File: config.mk
export PLATFORM = sky130hd
export DESIGN_NAME = opmode_sequencer
export DESIGN_NICKNAME = d
export VERILOG_FILES = /design/src/rtl/opmode_pkg.sv /design/src/rtl/sync_2ff.sv /design/src/rtl/opmode_sequencer.sv
export SDC_FILE = /design/constraint.sdc
export NUM_CORES = 1
export LEC_CHECK = 0
export BUFFER_PORTS_ARGS = -buffer_cell sky130_fd_sc_hd__clkbuf_2
export CAP_MARGIN = 20
export CORE_ASPECT_RATIO = 0.8
export CORE_MARGIN = 2
export CORE_UTILIZATION = 45
export CTS_BUF_LIST = sky130_fd_sc_hd__clkbuf_8
export DETAILED_ROUTE_END_ITERATION = 10
export GPL_TIMING_DRIVEN = 0
export HOLD_SLACK_MARGIN = 0.1
export PLACE_DENSITY = 0.76
export SLEW_MARGIN = 20
export SYNTH_ARGS = -nofsm -noshare
export SYNTH_HDL_FRONTEND = slang
export SYNTH_SLANG_ARGS = --single-unit
File: constraint.sdc
create_clock -name core_clk -period 7.7 [get_ports core_clk]
set_clock_uncertainty 0.15 [all_clocks]
set_input_delay 1.54 -clock core_clk [delete_from_list [all_inputs] [get_ports core_clk]]
set_output_delay 1.54 -clock core_clk [all_outputs]
set_load 0.01 [all_outputs]
File: src/rtl/opmode_pkg.sv
// Purpose: Constants for the operation mode power sequencer.
// Assumes: Delays are counted in low-speed oscillator cycles.
// Notes: Notes on behaviour follow.
package opmode_pkg;

	localparam int CNT_W = 16;
	localparam int RX_CHANNELS = 5;

	// ----------------------------------------------------------------
	// Power-up schedule in low-speed cycles
	// ----------------------------------------------------------------
	localparam logic [15:0] REF_DELAY = 16'h0000;
	localparam logic [15:0] FAST_OSC_DELAY = 16'h0002;
	localparam logic [15:0] PROC_CLK_DELAY_RST = 16'h001E;
	localparam logic [15:0] PROC_CLK_DELAY_DS = 16'h0008;
	localparam logic [15:0] PWRT_RST = 16'h0024;
	localparam logic [15:0] PWRT_DS = 16'h000A;

	// ----------------------------------------------------------------
	// Self wake-up timing defaults
	// ----------------------------------------------------------------
	localparam logic [15:0] SCAN_TICKS_DEF = 16'h0004;
	localparam logic [15:0] INACT_TICKS_DEF = 16'h0400;

	typedef enum logic [2:0] {
		ST_HELD = 3'b000,
		ST_POWER_UP = 3'b001,
		ST_PROCESSING = 3'b010,
		ST_WAKE_SLEEP = 3'b011,
		ST_WAKE_SCAN = 3'b100,
		ST_POWER_DOWN = 3'b101,
		ST_DEEP_SLEEP = 3'b110
	} seq_state_e;

endpackage : opmode_pkg

File: src/rtl/sync_2ff.sv
// Purpose: Two flip-flop synchroniser for a group of level inputs.
// Assumes: Inputs are asynchronous to core_clk.
// Notes: First stage feeds only the second stage.
`timescale 1ns/1ps
module sync_2ff #(
	parameter int WIDTH = 1
) (
	input wire logic core_clk,
	input wire logic nrst,
	input wire logic [WIDTH-1:0] async_in,
	output logic [WIDTH-1:0] sync_out
);
	logic [WIDTH-1:0] meta;

	genvar i;
	generate
		for (i = 0; i < WIDTH; i++) begin : g_bit
			always_ff @(posedge core_clk or negedge nrst) begin
				if (!nrst) begin
					meta[i] <= 1'b0;
					sync_out[i] <= 1'b0;
				end else begin
					meta[i] <= async_in[i];
					sync_out[i] <= meta[i];
				end
			end
		end
	endgenerate
endmodule : sync_2ff

File: src/rtl/opmode_sequencer.sv
// Purpose: Operation mode and power-up/down sequencer.
// Assumes: Low-speed oscillator arrives as a pin and is sampled here.
// Notes: All outputs are registered and lag the state by one clock.
`timescale 1ns/1ps
module opmode_sequencer
	import opmode_pkg::*;
#(
	parameter logic [15:0] SCAN_TICKS = SCAN_TICKS_DEF,
	parameter logic [15:0] INACT_TICKS = INACT_TICKS_DEF
) (
	input wire logic core_clk,
	input wire logic nrst,
	input wire logic low_speed_oscillator,
	input wire logic host_wake_line,
	input wire logic i2c_start_detect,
	input wire logic sleep_cmd,
	input wire logic deep_sleep_cmd,
	input wire logic user_present,
	input wire logic approach_detected,
	input wire logic [15:0] wake_period,
	input wire logic [2:0] scan_channels,
	output logic reference_enable,
	output logic fast_oscillator_enable,
	output logic processor_clock,
	output logic analog_regulator_enable,
	output logic watchdog_enable,
	output logic [RX_CHANNELS-1:0] rx_channel_enable,
	output logic approach_enable,
	output logic position_enable,
	output logic gesture_enable,
	output logic [2:0] mode
);
	// ----------------------------------------------------------------
	// Pin synchronisation and low-speed tick
	// ----------------------------------------------------------------
	logic [2:0] pins_sync;
	logic lso_prev;
	sync_2ff #(.WIDTH(3)) u_sync (
		.core_clk(core_clk),
		.nrst(nrst),
		.async_in({low_speed_oscillator, host_wake_line, i2c_start_detect}),
		.sync_out(pins_sync)
	);
	wire lso_s = pins_sync[2];
	wire wake_s = pins_sync[1];
	wire start_s = pins_sync[0];
	wire lso_tick = lso_s & ~lso_prev;
	wire host_trigger = wake_s | start_s;

	// ----------------------------------------------------------------
	// State, schedule and counters
	// ----------------------------------------------------------------
	seq_state_e state;
	seq_state_e next_state;
	logic from_deep;
	logic next_from_deep;
	logic [15:0] cnt;
	logic [15:0] inact;

	wire [15:0] proc_delay = from_deep ? PROC_CLK_DELAY_DS : PROC_CLK_DELAY_RST;
	wire [15:0] pwrt = from_deep ? PWRT_DS : PWRT_RST;
	wire state_change = (next_state != state);
	wire [15:0] cnt_inc = cnt + 16'h0001;
	wire [15:0] wake_lim = (wake_period == 16'h0000) ? 16'h0001 : wake_period;
	wire inact_expired = (inact >= INACT_TICKS);

	always_comb begin
		next_state = state;
		next_from_deep = from_deep;
		case (state)
			ST_HELD: begin
				next_state = ST_POWER_UP;
				next_from_deep = 1'b0;
			end
			ST_POWER_UP: begin
				if (lso_tick && cnt_inc >= pwrt) begin
					next_state = ST_PROCESSING;
				end
			end
			ST_PROCESSING: begin
				if (deep_sleep_cmd) begin
					next_state = ST_POWER_DOWN;
				end else if (sleep_cmd || inact_expired) begin
					next_state = ST_WAKE_SLEEP;
				end
			end
			ST_WAKE_SLEEP: begin
				if (host_trigger) begin
					next_state = ST_PROCESSING;
				end else if (lso_tick && cnt_inc >= wake_lim) begin
					next_state = ST_WAKE_SCAN;
				end
			end
			ST_WAKE_SCAN: begin
				if (host_trigger || approach_detected) begin
					next_state = ST_PROCESSING;
				end else if (lso_tick && cnt_inc >= SCAN_TICKS) begin
					next_state = ST_WAKE_SLEEP;
				end
			end
			ST_POWER_DOWN: begin
				if (lso_tick) begin
					next_state = ST_DEEP_SLEEP;
				end
			end
			// Only a host trigger ends deep sleep
			ST_DEEP_SLEEP: begin
				if (host_trigger) begin
					next_state = ST_POWER_UP;
					next_from_deep = 1'b1;
				end
			end
			default: begin
				next_state = ST_HELD;
			end
		endcase
	end

	always_ff @(posedge core_clk or negedge nrst) begin
		if (!nrst) begin
			state <= ST_HELD;
			from_deep <= 1'b0;
			lso_prev <= 1'b0;
		end else begin
			state <= next_state;
			from_deep <= next_from_deep;
			lso_prev <= lso_s;
		end
	end

	// Counter restarts on every state change so each phase times itself
	always_ff @(posedge core_clk or negedge nrst) begin
		if (!nrst) begin
			cnt <= 16'h0000;
		end else if (state_change) begin
			cnt <= 16'h0000;
		end else if (lso_tick) begin
			cnt <= cnt_inc;
		end
	end

	always_ff @(posedge core_clk or negedge nrst) begin
		if (!nrst) begin
			inact <= 16'h0000;
		end else if (state != ST_PROCESSING || user_present) begin
			inact <= 16'h0000;
		end else if (lso_tick && !inact_expired) begin
			inact <= inact + 16'h0001;
		end
	end

	// ----------------------------------------------------------------
	// Output decode
	// ----------------------------------------------------------------
	wire in_pu = (state == ST_POWER_UP);
	wire in_proc = (state == ST_PROCESSING);
	wire in_scan = (state == ST_WAKE_SCAN);
	wire in_wake = in_scan || (state == ST_WAKE_SLEEP);
	wire analog_on = in_proc || in_wake;
	wire next_ref = analog_on || (in_pu && cnt >= REF_DELAY);
	wire next_fast = in_proc || in_scan || (in_pu && cnt >= FAST_OSC_DELAY);
	wire next_pclk = in_proc || in_scan || (in_pu && cnt >= proc_delay);
	// Regulator and watchdog off in deep sleep
	wire deep_side = (state == ST_DEEP_SLEEP) || (state == ST_POWER_DOWN);
	wire next_reg = !deep_side && (state != ST_HELD);
	wire next_wdog = !deep_side;
	logic [RX_CHANNELS-1:0] next_rx;
	genvar c;
	generate
		for (c = 0; c < RX_CHANNELS; c++) begin : g_rx
			assign next_rx[c] = in_proc || (in_scan && (3'(c) < scan_channels));
		end
	endgenerate

	always_ff @(posedge core_clk or negedge nrst) begin
		if (!nrst) begin
			reference_enable <= 1'b0;
			fast_oscillator_enable <= 1'b0;
			processor_clock <= 1'b0;
			analog_regulator_enable <= 1'b0;
			watchdog_enable <= 1'b0;
			rx_channel_enable <= '0;
			approach_enable <= 1'b0;
			position_enable <= 1'b0;
			gesture_enable <= 1'b0;
			mode <= 3'h0;
		end else begin
			reference_enable <= next_ref;
			fast_oscillator_enable <= next_fast;
			processor_clock <= next_pclk;
			analog_regulator_enable <= next_reg;
			watchdog_enable <= next_wdog;
			rx_channel_enable <= next_rx;
			approach_enable <= in_scan;
			position_enable <= in_proc;
			gesture_enable <= in_proc;
			mode <= state;
		end
	end

	// ----------------------------------------------------------------
	// Checks
	// ----------------------------------------------------------------
	// Results only in processing
	a_results_proc_only: assert property (
		@(posedge core_clk) disable iff (!nrst)
		position_enable |-> $past(state) == ST_PROCESSING)
		else $error("position output outside processing");
	a_proc_all_rx: assert property (
		@(posedge core_clk) disable iff (!nrst)
		in_proc |=> rx_channel_enable == 5'h1F)
		else $error("processing without all channels");
	a_scan_subset: assert property (
		@(posedge core_clk) disable iff (!nrst)
		in_scan && scan_channels == 3'h1 |=> rx_channel_enable == 5'h01
		&& approach_enable)
		else $error("scan channel subset wrong");
	a_deep_off: assert property (
		@(posedge core_clk) disable iff (!nrst)
		state == ST_DEEP_SLEEP |=> !processor_clock && !watchdog_enable
		&& !analog_regulator_enable)
		else $error("deep sleep left something on");
	a_power_down: assert property (
		@(posedge core_clk) disable iff (!nrst)
		in_proc && deep_sleep_cmd |=> state == ST_POWER_DOWN
		##1 !reference_enable && !fast_oscillator_enable)
		else $error("power-down state skipped");
	a_fast_osc: assert property (
		@(posedge core_clk) disable iff (!nrst)
		in_pu && cnt < FAST_OSC_DELAY |=> !fast_oscillator_enable
		&& reference_enable)
		else $error("fast oscillator enabled early");
	a_pclk_delay: assert property (
		@(posedge core_clk) disable iff (!nrst)
		in_pu && cnt < proc_delay |=> !processor_clock)
		else $error("processor clock started early");
	a_pwrt_end: assert property (
		@(posedge core_clk) disable iff (!nrst)
		in_pu && next_state == ST_PROCESSING |->
		cnt == (from_deep ? 16'h0009 : 16'h0023))
		else $error("power-up timeout wrong length");
	// Deep schedule only after deep sleep
	a_sched_sel: assert property (
		@(posedge core_clk) disable iff (!nrst)
		$rose(from_deep) |-> $past(state) == ST_DEEP_SLEEP)
		else $error("deep schedule without deep sleep");
	a_held_first: assert property (
		@(posedge core_clk) disable iff (!nrst)
		state == ST_HELD |=> state == ST_POWER_UP && !from_deep)
		else $error("power-up did not follow release");
endmodule : opmode_sequencer

==> results.py <==
metrics = {
    "clock_network": {
        "cts_resized": 0,
        "cts_tree": "done",
        "clock_path_buffers": 2,
        "cts-buffers-inserted": 9,
        "post_cts_buffers": 0,
        "cts_max_level": 3,
        "clk_latency_ns": 0.34,
        "clockRootBuffer": "clkbuf_8",
        "cts.clk_slew.worst_paths_ns": 0.07,
        "cts.sinks": 58,
        "ctsHoldBuffers": 0,
    },
    "logic_synthesis": {
        "syn_area_mm2": 0.00372,
        "synth-async-reset-ratio_pct": 100,
        "synthDistinctLibCells": 60,
        "yosysTopAreaCell": "dfrtp_1",
        "syn_inst": 410,
        "synth.yosys.seq_area_share_pct": 39.1,
        "ys_ff_latch": 58,
        "synth-edff-count": 0,
        "synth_top_area_share_pct": 39.1,
        "synthFlopType": "dfrtp_1",
        "yosys_warnings": 0,
        "synth.area.top_cells": "dfrtp_1 (39%), ha_1 (9.1%), xor2_1 (5.2%)",
        "synth.avg_cell_area_um2": 9.06,
        "syn-num-nets": 465,
    },
    "global_routing": {
        "grt_max_degree": 55,
        "antenna_found_initial": 0,
        "overflow": 0,
        "grt_pass1_wl_um": 13700,
        "grtUsageTotal_pct": 18.8,
        "grt_pass1_vias": 2985,
    },
    "pwr": {
        "combPwrFrac_pct": 36.2,
        "seqPwrFrac_pct": 38.3,
        "p_sw_mw": 0.367,
        "cell_internal_pwr_mw": 0.610,
        "p_per_area_mw_per_mm2": 228,
        "finalPower_mw": 0.976,
        "power_frac_clock_pct": 25.6,
        "ir_drop_mv": 0.108,
        "power_leakage_nw": 2.07,
        "swShare_pct": 37.5,
    },
    "floorplanning": {
        "std_cell_rows": 29,
        "pin_count": 44,
        "core-area_mm2": 0.00798,
        "design.die.area_mm2": 0.00901,
        "initial_core_util_pct": 46.6,
        "die_w_um": 106,
        "die_h_um": 85.3,
    },
    "final_layout": {
        "multi_input_area_mm2": 0.00207,
        "diodes": 0,
        "finalNetCount": 520,
        "syn_to_final_growth_pct": 15.1,
        "drive_gt1_share_pct": 19.1,
        "fillers": 746,
        "regArea_mm2": 0.00145,
    },
    "drt": {
        "vias": 3082,
        "drcViolationCount": 0,
        "ant_nets": 0,
        "vias_per_cell": 5.33,
        "drt_iter0_markers": 140,
        "totalWireLength_um": 7810,
        "dr.pass1.iters": 4,
        "wl_per_cell_um": 13.5,
    },
    "hold_path": {
        "hold_depth": 0,
        "hold_start": "u_sync.meta[0]$_DFF_PN0_",
        "hp-class": "reg2reg",
        "min_to": "u_sync.sync_out[0]$_DFF_PN0_",
    },
    "placement": {
        "hpwl_um": 6090,
        "place.gp.congestion": 0.937,
        "port_buffers": 43,
    },
    "timing": {
        "fmax_ghz": 0.239,
        "setup_violations": 0,
        "whs_ns": 0.200,
        "tightest_slew_ns": 0.588,
        "tns_ns": 0,
        "post-route-period-util_pct": 54.3,
        "drv_slew": 0,
        "rsz0062_at_grt": "false",
        "finalHoldViolations": 0,
        "slew_headroom_pct": 60.5,
        "period_minus_slack_ns": 4.18,
    },
    "setup_path": {
        "crit_required_ns": 7.78,
        "rrSetupSlack_ns": 3.52,
        "cp-startpoint": "cnt[0]$_DFFE_PN0P_",
        "critPathMaxStageDelay_ns": 0.51,
        "cp_num_buf_inv": 2,
        "r2r-start": "cnt[0]$_DFFE_PN0P_",
        "cp_data_arrival_time_ns": 4.26,
        "cp_max_fo": 10,
        "rr_endpoint": "cnt[10]$_DFFE_PN0P_",
        "criticalPathCategory": "reg2reg",
        "endpoint_kind": "register",
        "reg2reg_depth": 14,
        "cp-start-kind": "register",
        "critical-path-top-delay-family": "compound AO/OA/AOI/OAI gates",
        "crit_slowest_cell": "dfrtp_1",
        "crit_chain": "ha_1 > clkbuf_1 > nand2_1 > nor3_1 > xnor2_1 > ha_1 > nand4_1 > nor2_1 > o221ai_1 > a211oi_1 > o311ai_0 > o221ai_2 > buf_6 > nor2_2",
        "crit_top_cell": "ha_1",
    },
    "status": {
        "outcome": "complete, no violations",
    },
    "flow_run": {
        "cap_violations": 0,
    },
}
metrics by stage:
stage / instance area, um2 / worst slack [ns] / utilization (%) / cells
2_1_floorplan: 3720 / 3.95 / - / 410
3_3_place_gp: 4070 / 3.30 / 50.9 / 561
3_5_place_dp: 4100 / 3.22 / 51.3 / 562
4_1_cts: 4280 / 3.52 / 53.6 / 578
5_1_grt: 4280 / 3.20 / 53.6 / 578
6_report: 4280 / 3.52 / 53.6 / 578
worst max path at each step:
stage                          endpoint  slack, ns  cells past startpoint
floorplan           cnt[11]$_DFFE_PN0P_       3.95                     11
global placement     cnt[7]$_DFFE_PN0P_       3.30                     12
detailed placement   cnt[9]$_DFFE_PN0P_       3.22                     12
CTS                 cnt[10]$_DFFE_PN0P_       3.52                     14
global route        cnt[10]$_DFFE_PN0P_       3.20                     14
finish              cnt[10]$_DFFE_PN0P_       3.52                     14
routing by layer:
| layer | global-route usage [%] | wire (um) |
|---|---|---|
| met5 | 0 | 0 |
| met4 | 6.58 | 146 |
| met3 | 4.15 | 347 |
| met2 | 30.3 | 3700 |
| met1 | 25.3 | 3620 |
cell usage after synthesis (2+ instances only):
master / number
a21boi_0: 4
nor2b_1: 8
nand4_1: 7
a31oi_1: 5
nor3_1: 10
and2_1: 3
nor4_1: 5
a21oi_1: 14
o21ai_0: 15
a21o_1: 2
nand3_1: 14
inv_1: 26
nand2_1: 30
o221ai_1: 3
or3_1: 5
nor2_2: 10
xor2_1: 22
a211o_1: 2
buf_2: 6
and3_1: 3
o211ai_1: 2
clkbuf_1: 13
nor2_1: 50
nand2b_1: 5
mux2i_1: 2
or2_2: 3
or4_1: 3
ha_1: 27
xnor2_1: 17
dfrtp_1: 58
a211oi_1: 7
worst reg2reg max path, stage by stage, from the launching register on:
cell and delay [ns]:
dfrtp_1 0.51, ha_1 0.20, clkbuf_1 0.27, nand2_1 0.20, nor3_1 0.31, xnor2_1 0.14, ha_1 0.33, nand4_1 0.13
nor2_1 0.14, o221ai_1 0.12, a211oi_1 0.50, o311ai_0 0.31, o221ai_2 0.46, buf_6 0.24, nor2_2 0.05
area by class of cell:
type                    instances  area share (%)
multi-input cells             304            48.3
flip-flops and latches         58            33.9
repair buffers                 44            5.74
clock buffers                  10            3.22
well taps                     108            3.16
plain buffers                  22            2.37
inverters                      26            2.28
clock inverters                 6           0.966
registers in the layout, summed over array words and instances, names as in the netlist:
name	cells
state	3
approach_enable	1
u_sync.meta	3
u_sync.sync_out	3
mode	3
from_deep	1
cnt	16
rx_channel_enable	5
watchdog_enable	1
fast_oscillator_enable	1
inact	16
gesture_enable	1
reference_enable	1
processor_clock	1
analog_regulator_enable	1
lso_prev	1
power by group through the flow:
stage	registers, mW	logic (mW)	clock network [mW]
4_1_cts	0.374	0.355	0.257
6_report	0.374	0.353	0.250
2_1_floorplan	0.382	0.243	0
5_1_grt	0.380	0.400	0.271
3_3_place_gp	0.378	0.340	0
3_5_place_dp	0.380	0.354	0
cell families (layout without fill, tap and decap cells):
kind of cell	count (synthesis)	in the layout	share of synthesized area, %
buffers and inverters	48	108	5.35
DFF	58	58	39.1
and+or+nand+nor	163	163	22.8
AOI/OAI and AO/OA	71	71	13.4
muxes	4	4	1.14
adders and majority gates	27	27	9.09
xor gates and xnor gates	39	39	9.19
placed cells by master, fill, tap and decap left out, drive strengths merged, types with 14 or more instances in the layout:
master,count
nand3,15
a21oi,14
nand2,30
o21ai,16
clkbuf,66
nor2,60
dfrtp,58
inv,27
ha,27
xor2,22
xnor2,17
Note: power is estimated with default switching activity, not from simulation.
